<file path="src/shared/system_function_pkg.sv">
// What this block does
// - shared descriptor load installs fullword shared table
// - shared descriptor load needs privileged state
// - shared load accepted with bit 21 either way
// - code one loads process table descriptor
// - code two loads shared table descriptor
// - codes three to six: process, interruptible state
// - code seven stores byte without check bits
// - code eight clears voltage failure; zero reads logger
// - translation off until process descriptor load
// - initialize disables all translation functions
package system_function_pkg;
    localparam int ADDR_W = 24;
    localparam int DATA_W = 32;
    localparam int PSW_W = 32;
    localparam int NUM_FUNCS = 9;
    localparam int PSW_TRANSLATE_BIT = 21;
    localparam logic [7:0] OPC_SYSTEM_FUNCTION = 8'hDF;
    localparam logic [3:0] FN_READ_ERROR_LOGGER = 4'h0;
    localparam logic [3:0] FN_LOAD_PROCESS_TABLE = 4'h1;
    localparam logic [3:0] FN_LOAD_SHARED_TABLE = 4'h2;
    localparam logic [3:0] FN_SAVE_PROCESS_STATE = 4'h3;
    localparam logic [3:0] FN_LOAD_PROCESS_STATE = 4'h4;
    localparam logic [3:0] FN_SAVE_INTR_STATE = 4'h5;
    localparam logic [3:0] FN_RESTORE_INTR_STATE = 4'h6;
    localparam logic [3:0] FN_STORE_BYTE_NO_CHECK = 4'h7;
    localparam logic [3:0] FN_CLEAR_VOLTAGE_FAIL = 4'h8;
    localparam logic [1:0] FULLWORD_LOW_BITS = 2'h0;
    localparam logic [DATA_W-1:0] DESC_RESET = 32'h00000000;
    localparam logic [NUM_FUNCS-1:0] LOCAL_FUNCS_MASK = 9'h006;

    typedef enum logic [1:0] {
        PH_IDLE,
        PH_WAIT_SHARED,
        PH_WAIT_PROCESS
    } phase_type;

    typedef struct packed {
        phase_type phase;
        logic busy;
        logic [DATA_W-1:0] sharedDesc;
        logic [DATA_W-1:0] processDesc;
        logic translateEn;
        logic memReq;
        logic [ADDR_W-1:0] memAddr;
        logic done;
        logic violation;
        logic ccWrite;
        logic [NUM_FUNCS-1:0] start;
    } state_type;
endpackage : system_function_pkg

</file>
<file path="src/design/privileged_system_function_decode.sv">
`timescale 1ns/10ps
module privileged_system_function_decode
    import system_function_pkg::*;
(
    // clock and initialize
    input wire logic clk,
    input wire logic rst_n,
    // instruction issue
    input wire logic instValid,
    input wire logic [7:0] instOpcode,
    input wire logic [3:0] instSubCode,
    input wire logic [system_function_pkg::ADDR_W-1:0] operandAddr,
    input wire logic privilegedState,
    input wire logic [0:system_function_pkg::PSW_W-1] programStatusWord,
    // fullword memory read
    output logic memReadReq,
    output logic [system_function_pkg::ADDR_W-1:0] memReadAddr,
    input wire logic [system_function_pkg::DATA_W-1:0] memReadData,
    input wire logic memReadValid,
    // translator state
    output logic [system_function_pkg::DATA_W-1:0] sharedTableDescriptor,
    output logic [system_function_pkg::DATA_W-1:0] processTableDescriptor,
    output logic translationEnable,
    // completion and dispatch
    output logic busy,
    output logic instDone,
    output logic privilegeViolation,
    output logic condCodeWrite,
    output logic [system_function_pkg::NUM_FUNCS-1:0] functionStart
);
    import system_function_pkg::*;

    state_type q, d;
    logic [NUM_FUNCS-1:0] hit;
    logic issue;
    logic sharedReturn;
    logic processReturn;

    system_function_decoder i_system_function_decoder (
        .opcode(instOpcode),
        .subCode(instSubCode),
        .hit(hit)
    );

    assign issue = instValid && (instOpcode == OPC_SYSTEM_FUNCTION) && (q.phase == PH_IDLE);
    assign sharedReturn = (q.phase == PH_WAIT_SHARED) && memReadValid;
    assign processReturn = (q.phase == PH_WAIT_PROCESS) && memReadValid;

    always_comb begin
        d = q;
        d.done = 1'b0;
        d.violation = 1'b0;
        d.start = '0;
        d.ccWrite = 1'b0;
        case (q.phase)
            PH_IDLE: begin
                if (issue) begin
                    if (!privilegedState) begin
                        // suppressed, nothing loaded
                        d.violation = 1'b1;
                        d.done = 1'b1;
                    end else if (hit[FN_LOAD_SHARED_TABLE]) begin
                        // accepted whatever bit 21 holds
                        d.memReq = 1'b1;
                        d.busy = 1'b1;
                        d.memAddr = {operandAddr[ADDR_W-1:2], FULLWORD_LOW_BITS};
                        d.phase = PH_WAIT_SHARED;
                    end else if (hit[FN_LOAD_PROCESS_TABLE]) begin
                        d.memReq = 1'b1;
                        d.busy = 1'b1;
                        d.memAddr = {operandAddr[ADDR_W-1:2], FULLWORD_LOW_BITS};
                        d.phase = PH_WAIT_PROCESS;
                    end else begin
                        // handed to the owning units
                        d.start = hit;
                        d.done = 1'b1;
                    end
                end
            end
            PH_WAIT_SHARED: begin
                if (memReadValid) begin
                    d.sharedDesc = memReadData;
                    d.busy = 1'b0;
                    d.memReq = 1'b0;
                    d.done = 1'b1;
                    d.phase = PH_IDLE;
                end
            end
            PH_WAIT_PROCESS: begin
                if (memReadValid) begin
                    d.processDesc = memReadData;
                    d.busy = 1'b0;
                    d.translateEn = programStatusWord[PSW_TRANSLATE_BIT];
                    d.memReq = 1'b0;
                    d.done = 1'b1;
                    d.phase = PH_IDLE;
                end
            end
            default: begin
                d.phase = PH_IDLE;
                d.busy = 1'b0;
                d.memReq = 1'b0;
            end
        endcase
    end

    always_ff @(posedge clk or negedge rst_n) begin
        if (!rst_n) begin
            q.phase <= PH_IDLE;
            q.busy <= 1'b0;
            q.sharedDesc <= DESC_RESET;
            q.processDesc <= DESC_RESET;
            q.translateEn <= 1'b0;
            q.memReq <= 1'b0;
            q.memAddr <= '0;
            q.done <= 1'b0;
            q.violation <= 1'b0;
            q.ccWrite <= 1'b0;
            q.start <= '0;
        end else begin
            q <= d;
        end
    end

    assign memReadReq = q.memReq;
    assign memReadAddr = q.memAddr;
    assign sharedTableDescriptor = q.sharedDesc;
    assign processTableDescriptor = q.processDesc;
    assign translationEnable = q.translateEn;
    assign busy = q.busy;
    assign instDone = q.done;
    assign privilegeViolation = q.violation;
    assign condCodeWrite = q.ccWrite;
    assign functionStart = q.start;
endmodule : privileged_system_function_decode

</file>
<file path="src/design/system_function_decoder.sv">
`timescale 1ns/10ps
module system_function_decoder
    import system_function_pkg::*;
(
    // instruction fields
    input wire logic [7:0] opcode,
    input wire logic [3:0] subCode,
    // one-hot function select
    output logic [NUM_FUNCS-1:0] hit
);
    genvar i;
    generate
        for (i = 0; i < NUM_FUNCS; i++) begin : g_fn
            assign hit[i] = (opcode == OPC_SYSTEM_FUNCTION) && (subCode == 4'(i));
        end
    endgenerate
endmodule : system_function_decoder

</file>
<file path="config.mk">
export PLATFORM = sky130hd
export DESIGN_NAME = privileged_system_function_decode
export DESIGN_NICKNAME = d
export VERILOG_FILES = /design/src/shared/system_function_pkg.sv /design/src/design/privileged_system_function_decode.sv /design/src/design/system_function_decoder.sv
export SDC_FILE = /design/constraint.sdc
export NUM_CORES = 1
export LEC_CHECK = 0
export BUFFER_PORTS_ARGS = -buffer_cell sky130_fd_sc_hd__buf_4
export CAP_MARGIN = 20
export CORE_MARGIN = 2
export CORE_UTILIZATION = 35
export DETAILED_ROUTE_END_ITERATION = 16
export HOLD_SLACK_MARGIN = 0.06
export SLEW_MARGIN = 5
export SYNTH_ARGS = -nofsm -noshare
export SYNTH_HDL_FRONTEND = slang
export SYNTH_HIERARCHICAL = 1
export SYNTH_SLANG_ARGS = --single-unit
</file>
<file path="constraint.sdc">
create_clock -name clk -period 2.6 [get_ports clk]
set_clock_uncertainty 0.2 [all_clocks]
set_input_delay 0.52 -clock clk [delete_from_list [all_inputs] [get_ports clk]]
set_output_delay 0.52 -clock clk [all_outputs]
set_load 0.05 [all_outputs]
</file>
==> impl_summary.txt, run 1 <==
----------------------------------------------------
[Placed design]
  Number of port buffers ... 169
  Post-Place Cell Area ... 0.00560 mm2
  Detailed-placement wirelength estimate ... 6410 um
  Final weighted congestion in routability-driven placement ... approximately 0.76

[Clock network]
  Post-cts hold buffer count ... 1
  Total clock buffers created by CTS ... 9
  Clock tree from TritonCTS ... done
  # clock sinks ... 100
  Setup Buffers After CTS ... 0
  Root buffer selected by CTS ... sky130_fd_sc_hd__clkbuf_16
  Maximum clock path buffer count ... 2
  Number of levels the H-tree was split into ... 3
  Quantity of gates resized following cts ... 0
  Clk pin slew, worst setup/hold paths ... 0.06 ns
  Clock latency on the worst-skew pair ... 0.33 ns

[Yosys]
  Cell count after synthesis ... 348
  Sequential element share of the synthesized area ... 0.525
  Mux cell area share after synthesis ... 0.221
  Fraction of synthesized cell area in xor and xnor cells ... 0
  Unique cell type count in the Yosys netlist ... 32
  Post-synthesis instance area ... 0.00476 mm2
  Basic-gate share of the synthesized area counting and, or, nand and nor cells ... 0.0610
  Top post-synthesis cells by area ... sky130_fd_sc_hd__dfrtp_1 (53%), sky130_fd_sc_hd__mux2_2 (16%), sky130_fd_sc_hd__buf_4 (15%), sky130_fd_sc_hd__mux2_4 (6.3%), sky130_fd_sc_hd__nor4_1 (1.2%)
  Number of warnings printed during yosys synthesis ... 6
  Cell type with the highest aggregate area in the netlist ... sky130_fd_sc_hd__dfrtp_1
  Share of the synthesized area in the top cell type ... 0.525
  Adder-cell share of the synthesized area ... 0.0105
  Synthesized area divided by synthesized cell count ... 13.7 um2
  Combinational family with the most area after synthesis ... multiplexers
  Post-synthesis register bit count ... 100
  Compound-gate portion of the synthesized area ... 0.0129

[Die]
  Vert. Die Dim ... 121 um
  Row count ... 42
  Initial Utilization ... 0.360
  Die extent in x ... 121 um
  Core area ... 0.0132 mm2
  Area enclosed by the die boundary ... about 0.015 mm2
  Boundary Pins ... 208

[Power]
  Leakage power ... 3.20 nW
  Maximum VDD drop ... 0.244 mV
  Power density relative to cell area ... about 510 mW/mm2

[Setup path]
  Total buffers and inverters traversed by the critical path ... 2
  Critical path arrival ... 2.31 ns
  CP Max Fanout ... 4
  Type of destination of the critical path ... register
  Critical-path cell list ... buf_4 -> or2_1 -> nor4_1 -> o21ai_0 -> buf_4 -> o41ai_1 -> nand2_1 -> a22o_1
  Crit path largest cell delay ... 0.32 ns
  CP most frequent cell ... sky130_fd_sc_hd__buf_4
  Delay-heaviest family, CP ... simple AND/OR/NAND/NOR gates
  Classification of the worst setup path ... input pin to register
  Launch instance of the worst register-to-register path ... q[103]$_DFFE_PN0P_
  Cell at the slowest stage of the critical path ... sky130_fd_sc_hd__nor4_1
  Critical path launch point type ... input pin
  Worst path required time ... 2.63 ns
  Worst setup startpoint ... instSubCode[3]

[STA]
  FMAX ... 438 MHz
  Final worst path period share ... 0.877
  Fin. max-slew vios ... 0
  Clock period minus final worst setup slack ... 2.28 ns
  Post-route setup TNS ... 0 ns
  RSZ-0062 raised after global routing ... no
  Number of failing hold endpoints at the final stage ... 0
  Number of setup violations in the final report ... 0
  Minimum hold slack ... about 0.16 ns

[Layout]
  Fraction of layout cells with a size suffix above 1 ... 0.656
  Number of antenna repair diodes ... 0
  Post-layout net count ... between 500 and 600
  Area growth syn-to-layout ... 24.1%
  Final instance area ... 0.00591 mm2

[Routing]
  DRT Pass-1 Iters ... 3
  1st-iter DRT viols ... 76
  Remaining antenna violation count ... 0
  Vias after detailed routing ... 2,721
  DRC violations left ... 0
  Total wire length ... 8710 um
  Detail-routed via count per cell ... around 4.4
  Average wire length per cell after detail routing ... 14.0 um

[Global routing]
  Maximum number of pins on one net before global-route repair ... 50
  Number of global-route vias before repair ... roughly 2,900
  First-pass GRT wire length ... 14,100 um
  Initial antenna violation count ... 0
  Global route overflow ... 0
  GRT Overall Usage ... 0.123

[Hold path]
  Worst min path class ... input pin to register
  Worst min-delay path startpoint ... privilegedState

[Outcome]
  Result of the run ... finished, final reports clean

[Flow run]
  Max-cap violations ... 0

----------------------------------------------------
## synthesized netlist by cell type, drive strengths merged
library cell	instances
nand2	4
nand4b	1
nand2b	5
ha	4
a22o	2
nor4	11
buf	106
nor3	1
o21ai	1
nor2	2
mux2	87
a21o	2
nand4	3
conb	1
and2	8
o41ai	1
or2	2
inv	3
a22oi	1
nand3	1
o21bai	1
and3	1
dfrtp	100
## placed cells by master, fill, tap and decap left out, types with 2 or more instances in the layout
master	Yosys	final
sky130_fd_sc_hd__nand2_1	4	4
sky130_fd_sc_hd__dfrtp_1	100	100
sky130_fd_sc_hd__clkinvlp_4	0	3
sky130_fd_sc_hd__conb_1	1	5
sky130_fd_sc_hd__buf_12	0	2
sky130_fd_sc_hd__clkbuf_8	0	3
sky130_fd_sc_hd__mux2_2	67	67
sky130_fd_sc_hd__ha_1	4	4
sky130_fd_sc_hd__clkbuf_16	0	9
sky130_fd_sc_hd__nand2b_1	4	4
sky130_fd_sc_hd__or2_1	2	2
sky130_fd_sc_hd__a21o_1	2	2
sky130_fd_sc_hd__nor2_1	2	2
sky130_fd_sc_hd__inv_1	3	3
sky130_fd_sc_hd__and2_1	7	7
sky130_fd_sc_hd__a22o_1	2	2
sky130_fd_sc_hd__nor4_1	9	9
sky130_fd_sc_hd__buf_4	98	180
sky130_fd_sc_hd__mux2_4	20	20
## metrics by stage
stage | std cells | setup slack [ns] | power (mW) | utilization
CTS | 621 | 0.316 | 3.08 | 0.446
global placement | 604 | -0.0336 | 1.75 | 0.423
detailed placement | 604 | -0.0545 | 1.76 | 0.423
floorplan | 352 | 0.00244 | 1.62 | -
global route | 621 | 0.190 | 3.16 | 0.446
finish | 621 | 0.319 | 3.02 | 0.446
## sequential cells by signal, summed over array words and instances (netlist names)
| register | count |
|---|---|
| memReadReq | 1 |
| privilegeViolation | 1 |
| instDone | 1 |
| functionStart | 7 |
| sharedTableDescriptor | 32 |
| processTableDescriptor | 32 |
| q | 2 |
| busy | 1 |
| translationEnable | 1 |
| memReadAddr | 22 |
## worst reg2reg max path: stages (launching register included)
cell	delay (ns)
sky130_fd_sc_hd__dfrtp_1	0.42
sky130_fd_sc_hd__inv_1	0.09
sky130_fd_sc_hd__ha_1	0.18
sky130_fd_sc_hd__nand4_1	0.20
sky130_fd_sc_hd__nor4_4	0.32
sky130_fd_sc_hd__buf_12	0.24
sky130_fd_sc_hd__mux2_2	0.36
## cell type report
| type | count | area [um2] |
|---|---|---|
| multi-input cells | 143 | 1480 |
| fillers | 1251 | 7330 |
| well taps | 176 | 220 |
| repair buffers | 183 | 1400 |
| flip-flops and latches | 100 | 2500 |
| clock inverters | 4 | 31.3 |
| clock buffers | 12 | 267 |
| inverters | 3 | 11.3 |
## routing by layer
layer,GRT usage,vias to the layer above,share of wire
met4,0.0618,0,0.024
li1,-,1269,-
met5,0,-,0
met1,0.155,1331,0.42
met2,0.196,105,0.48
met3,0.0311,16,0.069
## report_power, final
| group | switching (mW) | leakage [nW] | total [mW] | internal (mW) |
|---|---|---|---|---|
| Combinational | 0.0842 | 1.66 | 0.169 | 0.0846 |
| Clock | 0.566 | 0.137 | 1.30 | 0.731 |
| Sequential | 0.000110 | 1.40 | 1.56 | 1.56 |
| Total | 0.651 | 3.20 | 3.02 | 2.37 |
## final timing paths
| path | cells after the start | slack (ns) | endpoint |
|---|---|---|---|
| max in group asynchronous | 3 | 1.10 | processTableDescriptor[4]$_DFFE_PN0P_ |
| min in group asynchronous | 2 | 0.41 | functionStart[8]$_DFF_PN0_ |
| min | 2 | 0.16 | privilegeViolation$_DFF_PN0_ |
| min reg2reg | 1 | 0.29 | memReadReq$_DFFE_PN0P_ |
| max | 8 | 0.32 | q[103]$_DFFE_PN0P_ |
| max reg2reg | 6 | 0.48 | memReadAddr[2]$_DFFE_PN0P_ |
## cell families (layout without fill, tap and decap cells)
logic type	after synthesis	count (layout)
buffers and inverters	109	202
DFF	100	100
muxes	87	87
and+or+nand+nor	39	39
AOI/OAI and AO/OA	8	8
adders and majority gates	4	4
other	1	5
No activity file was read; power rests on OpenSTA's default activity.
==> inputs of run 2 (changes only) <==
==> constraint.sdc (replaced) <==
create_clock -name clk -period 2.6 [get_ports clk]
set_clock_uncertainty 0.2 [all_clocks]
set_input_delay 0.65 -clock clk [delete_from_list [all_inputs] [get_ports clk]]
set_output_delay 0.65 -clock clk [all_outputs]
set_load 0.05 [all_outputs]
==> run 2 against run 1 <==
Effect of this change:
- global-route usage is essentially flat
- non-clock buffer count rose by 9
- clock power rose by 19%
- utilization is 1.3 points higher
- sequential share of layout area shrank 1.2 points
- cell area rose by 3.0%
- highest routed layer unchanged
- maximum frequency decreased by 2.2%
- register-to-register slack barely moved
- combinational power increased by 7%
- first-iteration DRC count shrank 5.3%
- sequential power hardly changed
- power is 8.8% higher
==> impl_summary.txt, run 2 (synthesis results as in run 1) <==
----------------------------------------------------
[Outcome]
  Result of the run ... finished, final reports clean

[Clock network]
  Maximum clock path buffer count ... 2 (unchanged)
  Root buffer selected by CTS ... sky130_fd_sc_hd__clkbuf_16
  Total clock buffers created by CTS ... 9 (unchanged)
  # clock sinks ... 100 (unchanged)
  Clk pin slew, worst setup/hold paths ... 0.07 ns (about the same)
  Quantity of gates resized following cts ... 0 (unchanged)
  Clock tree from TritonCTS ... done
  Number of levels the H-tree was split into ... 3 (unchanged)
  Clock latency on the worst-skew pair ... 0.34 ns (about the same)

[STA]
  FMAX ... 429 MHz (-2.2%)
  Clock period minus final worst setup slack ... 2.33 ns (+0.0524 ns)
  Smallest setup slack after layout ... 0.267 ns (-0.0524 ns)
  RSZ-0062 raised after global routing ... no
  Number of failing hold endpoints at the final stage ... 0 (unchanged)
  Fin. max-slew vios ... 0 (unchanged)
  Final worst path period share ... 0.897 (+0.0201)
  Number of setup violations in the final report ... 0 (unchanged)

[Setup path]
  Cell at the slowest stage of the critical path ... sky130_fd_sc_hd__mux2_2
  CP Max Fanout ... 23 (+19)
  Critical path launch point type ... input pin
  Delay-heaviest family, CP ... simple AND/OR/NAND/NOR gates
  Crit path largest cell delay ... 0.35 ns (+0.03 ns)
  Type of destination of the critical path ... register
  Worst path required time ... 2.63 ns (about the same)
  Critical-path cell list ... buf_4 -> or2_1 -> nor4_2 -> o21ai_2 -> nor4_4 -> buf_12 -> mux2_2
  Classification of the worst setup path ... input pin to register
  Total buffers and inverters traversed by the critical path ... 2 (unchanged)
  Critical path arrival ... 2.37 ns (+0.06 ns)

[Layout]
  Fill count ... 1,225 (-2.1%)
  Area growth syn-to-layout ... 27.8%
  Highest-count cells in the layout ignoring fill and taps ... sky130_fd_sc_hd__buf_4 (187), sky130_fd_sc_hd__dfrtp_1 (100), sky130_fd_sc_hd__mux2_2 (67)
  Fraction of layout cells with a size suffix above 1 ... 0.672 (+0.0156)
  Post-layout net count ... 558 (+1.6%)
  Final instance area ... 0.00608 mm2 (+3.0%)
  Leading cell type in the layout, fill and taps excluded ... sky130_fd_sc_hd__buf_4
  Number of antenna repair diodes ... 0 (unchanged)

[Die]
  Boundary Pins ... 208 (unchanged)
  Row count ... 42 (unchanged)
  Initial Utilization ... 0.360 (unchanged)
  Core area ... 0.0132 mm2 (unchanged)
  Area enclosed by the die boundary ... 0.0146 mm2 (unchanged)
  Die extent in x ... 121 um (unchanged)
  Vert. Die Dim ... 121 um (unchanged)

[Power]
  Power, Total ... 3.29 mW (+8.8%)
  Leakage power ... 3.30 nW (+3.2%)
  Power density relative to cell area ... 540 mW/mm2 (+5.6%)
  Maximum VDD drop ... 0.255 mV (+4.7%)

[Global routing]
  Number of global-route vias before repair ... 2,916 (+1.8%)
  Maximum number of pins on one net before global-route repair ... 43 (-14%)
  Global route overflow ... 0 (unchanged)
  Initial antenna violation count ... 0 (unchanged)
  GRT Overall Usage ... 0.124 (+0.000467)
  First-pass GRT wire length ... 13,800 um (-2.0%)

[Routing]
  DRC violations left ... 0 (unchanged)
  Average wire length per cell after detail routing ... 13.9 um (-0.70%)
  Total wire length ... 8770 um (+0.74%)
  Remaining antenna violation count ... 0 (unchanged)
  Detail-routed via count per cell ... 4.43 (+1.1%)
  DRT Pass-1 Iters ... 4 (+1)
  1st-iter DRT viols ... 72 (-5.3%)
  Vias after detailed routing ... 2,791 (+2.6%)

[Placed design]
  Final weighted congestion in routability-driven placement ... 0.686 (-9.4%)
  Post-Place Cell Area ... 0.00572 mm2 (+2.2%)
  Number of port buffers ... 169 (unchanged)
  Detailed-placement wirelength estimate ... 6610 um (+3.2%)
  Pre-CTS WS ... -0.136 ns (-0.0812 ns)

[Hold path]
  Worst min path class ... input pin to register

[Flow run]
  Max-cap violations ... 0 (unchanged)

----------------------------------------------------
## run 2: changes by cell type in the layout (fill, tap and decap cells not counted), sizes merged
cell / delta
clkinv: +1
inv: -1
buf: +9
bufinv: +3
clkinvlp: -3
## run 2: layer usage
metal  global-route usage  up-vias  part of all wire
met2                0.197      115              0.48
li1                     -     1280                 -
met3               0.0458       13             0.089
met5                    0        -                 0
met4               0.0654        0             0.017
met1                0.145     1383              0.41
## run 2: worst paths after layout
check | from | to | slack [ns] | cells after the start
setup / recovery | instSubCode[3] | memReadAddr[2]$_DFFE_PN0P_ | 0.27 | 7
hold / removal | privilegedState | privilegeViolation$_DFF_PN0_ | 0.28 | 2
setup reg to reg | q[103]$_DFFE_PN0P_ | memReadAddr[2]$_DFFE_PN0P_ | 0.47 | 6
hold reg to reg | memReadReq$_DFFE_PN0P_ | memReadReq$_DFFE_PN0P_ | 0.30 | 1
max in group asynchronous | rst_n | sharedTableDescriptor[5]$_DFFE_PN0P_ | 1.12 | 3
min in group asynchronous | rst_n | privilegeViolation$_DFF_PN0_ | 0.51 | 2
## run 2: what timing repair did
item,CTS,global route
hold endpoints to repair,10,0
buffers inserted,0,0
hold buffers,1,0
## run 2: worst reg2reg max path: stages, from the launching register on
cell                      delay (ns)
sky130_fd_sc_hd__dfrtp_1        0.42
sky130_fd_sc_hd__inv_1          0.10
sky130_fd_sc_hd__ha_1           0.19
sky130_fd_sc_hd__nand4_1        0.20
sky130_fd_sc_hd__nor4_4         0.30
sky130_fd_sc_hd__buf_12         0.24
sky130_fd_sc_hd__mux2_2         0.36
## run 2: layout make-up
type | instances | area (um2) | share of cell area
clock buffers | 12 | 256 | 0.0422
repair buffers | 192 | 1490 | 0.246
clock inverters | 4 | 95.1 | 0.0156
inverters | 3 | 11.3 | 0.00185
well taps | 176 | 220 | 0.0362
multi-input cells | 143 | 1510 | 0.247
flip-flops and latches | 100 | 2500 | 0.411
## run 2: where the power goes
group / switching, mW / total, mW / leakage [nW] / internal, mW
Combinational: 0.0881 / 0.181 / 1.73 / 0.0931
Sequential: 0.000106 / 1.56 / 1.40 / 1.56
Clock: 0.558 / 1.55 / 0.173 / 0.992
## run 2: per-stage QoR
step | instances | setup TNS [ns] | hold WS [ns] | util
finish | 630 | 0 | 0.283 | 0.459
global route | 630 | 0 | 0.272 | 0.459
CTS | 630 | 0 | 0.265 | 0.459
detailed placement | 613 | -2.25 | 0.275 | 0.432
global placement | 613 | -1.66 | 0.269 | 0.432
floorplan | 352 | 0 | 0.154 | -
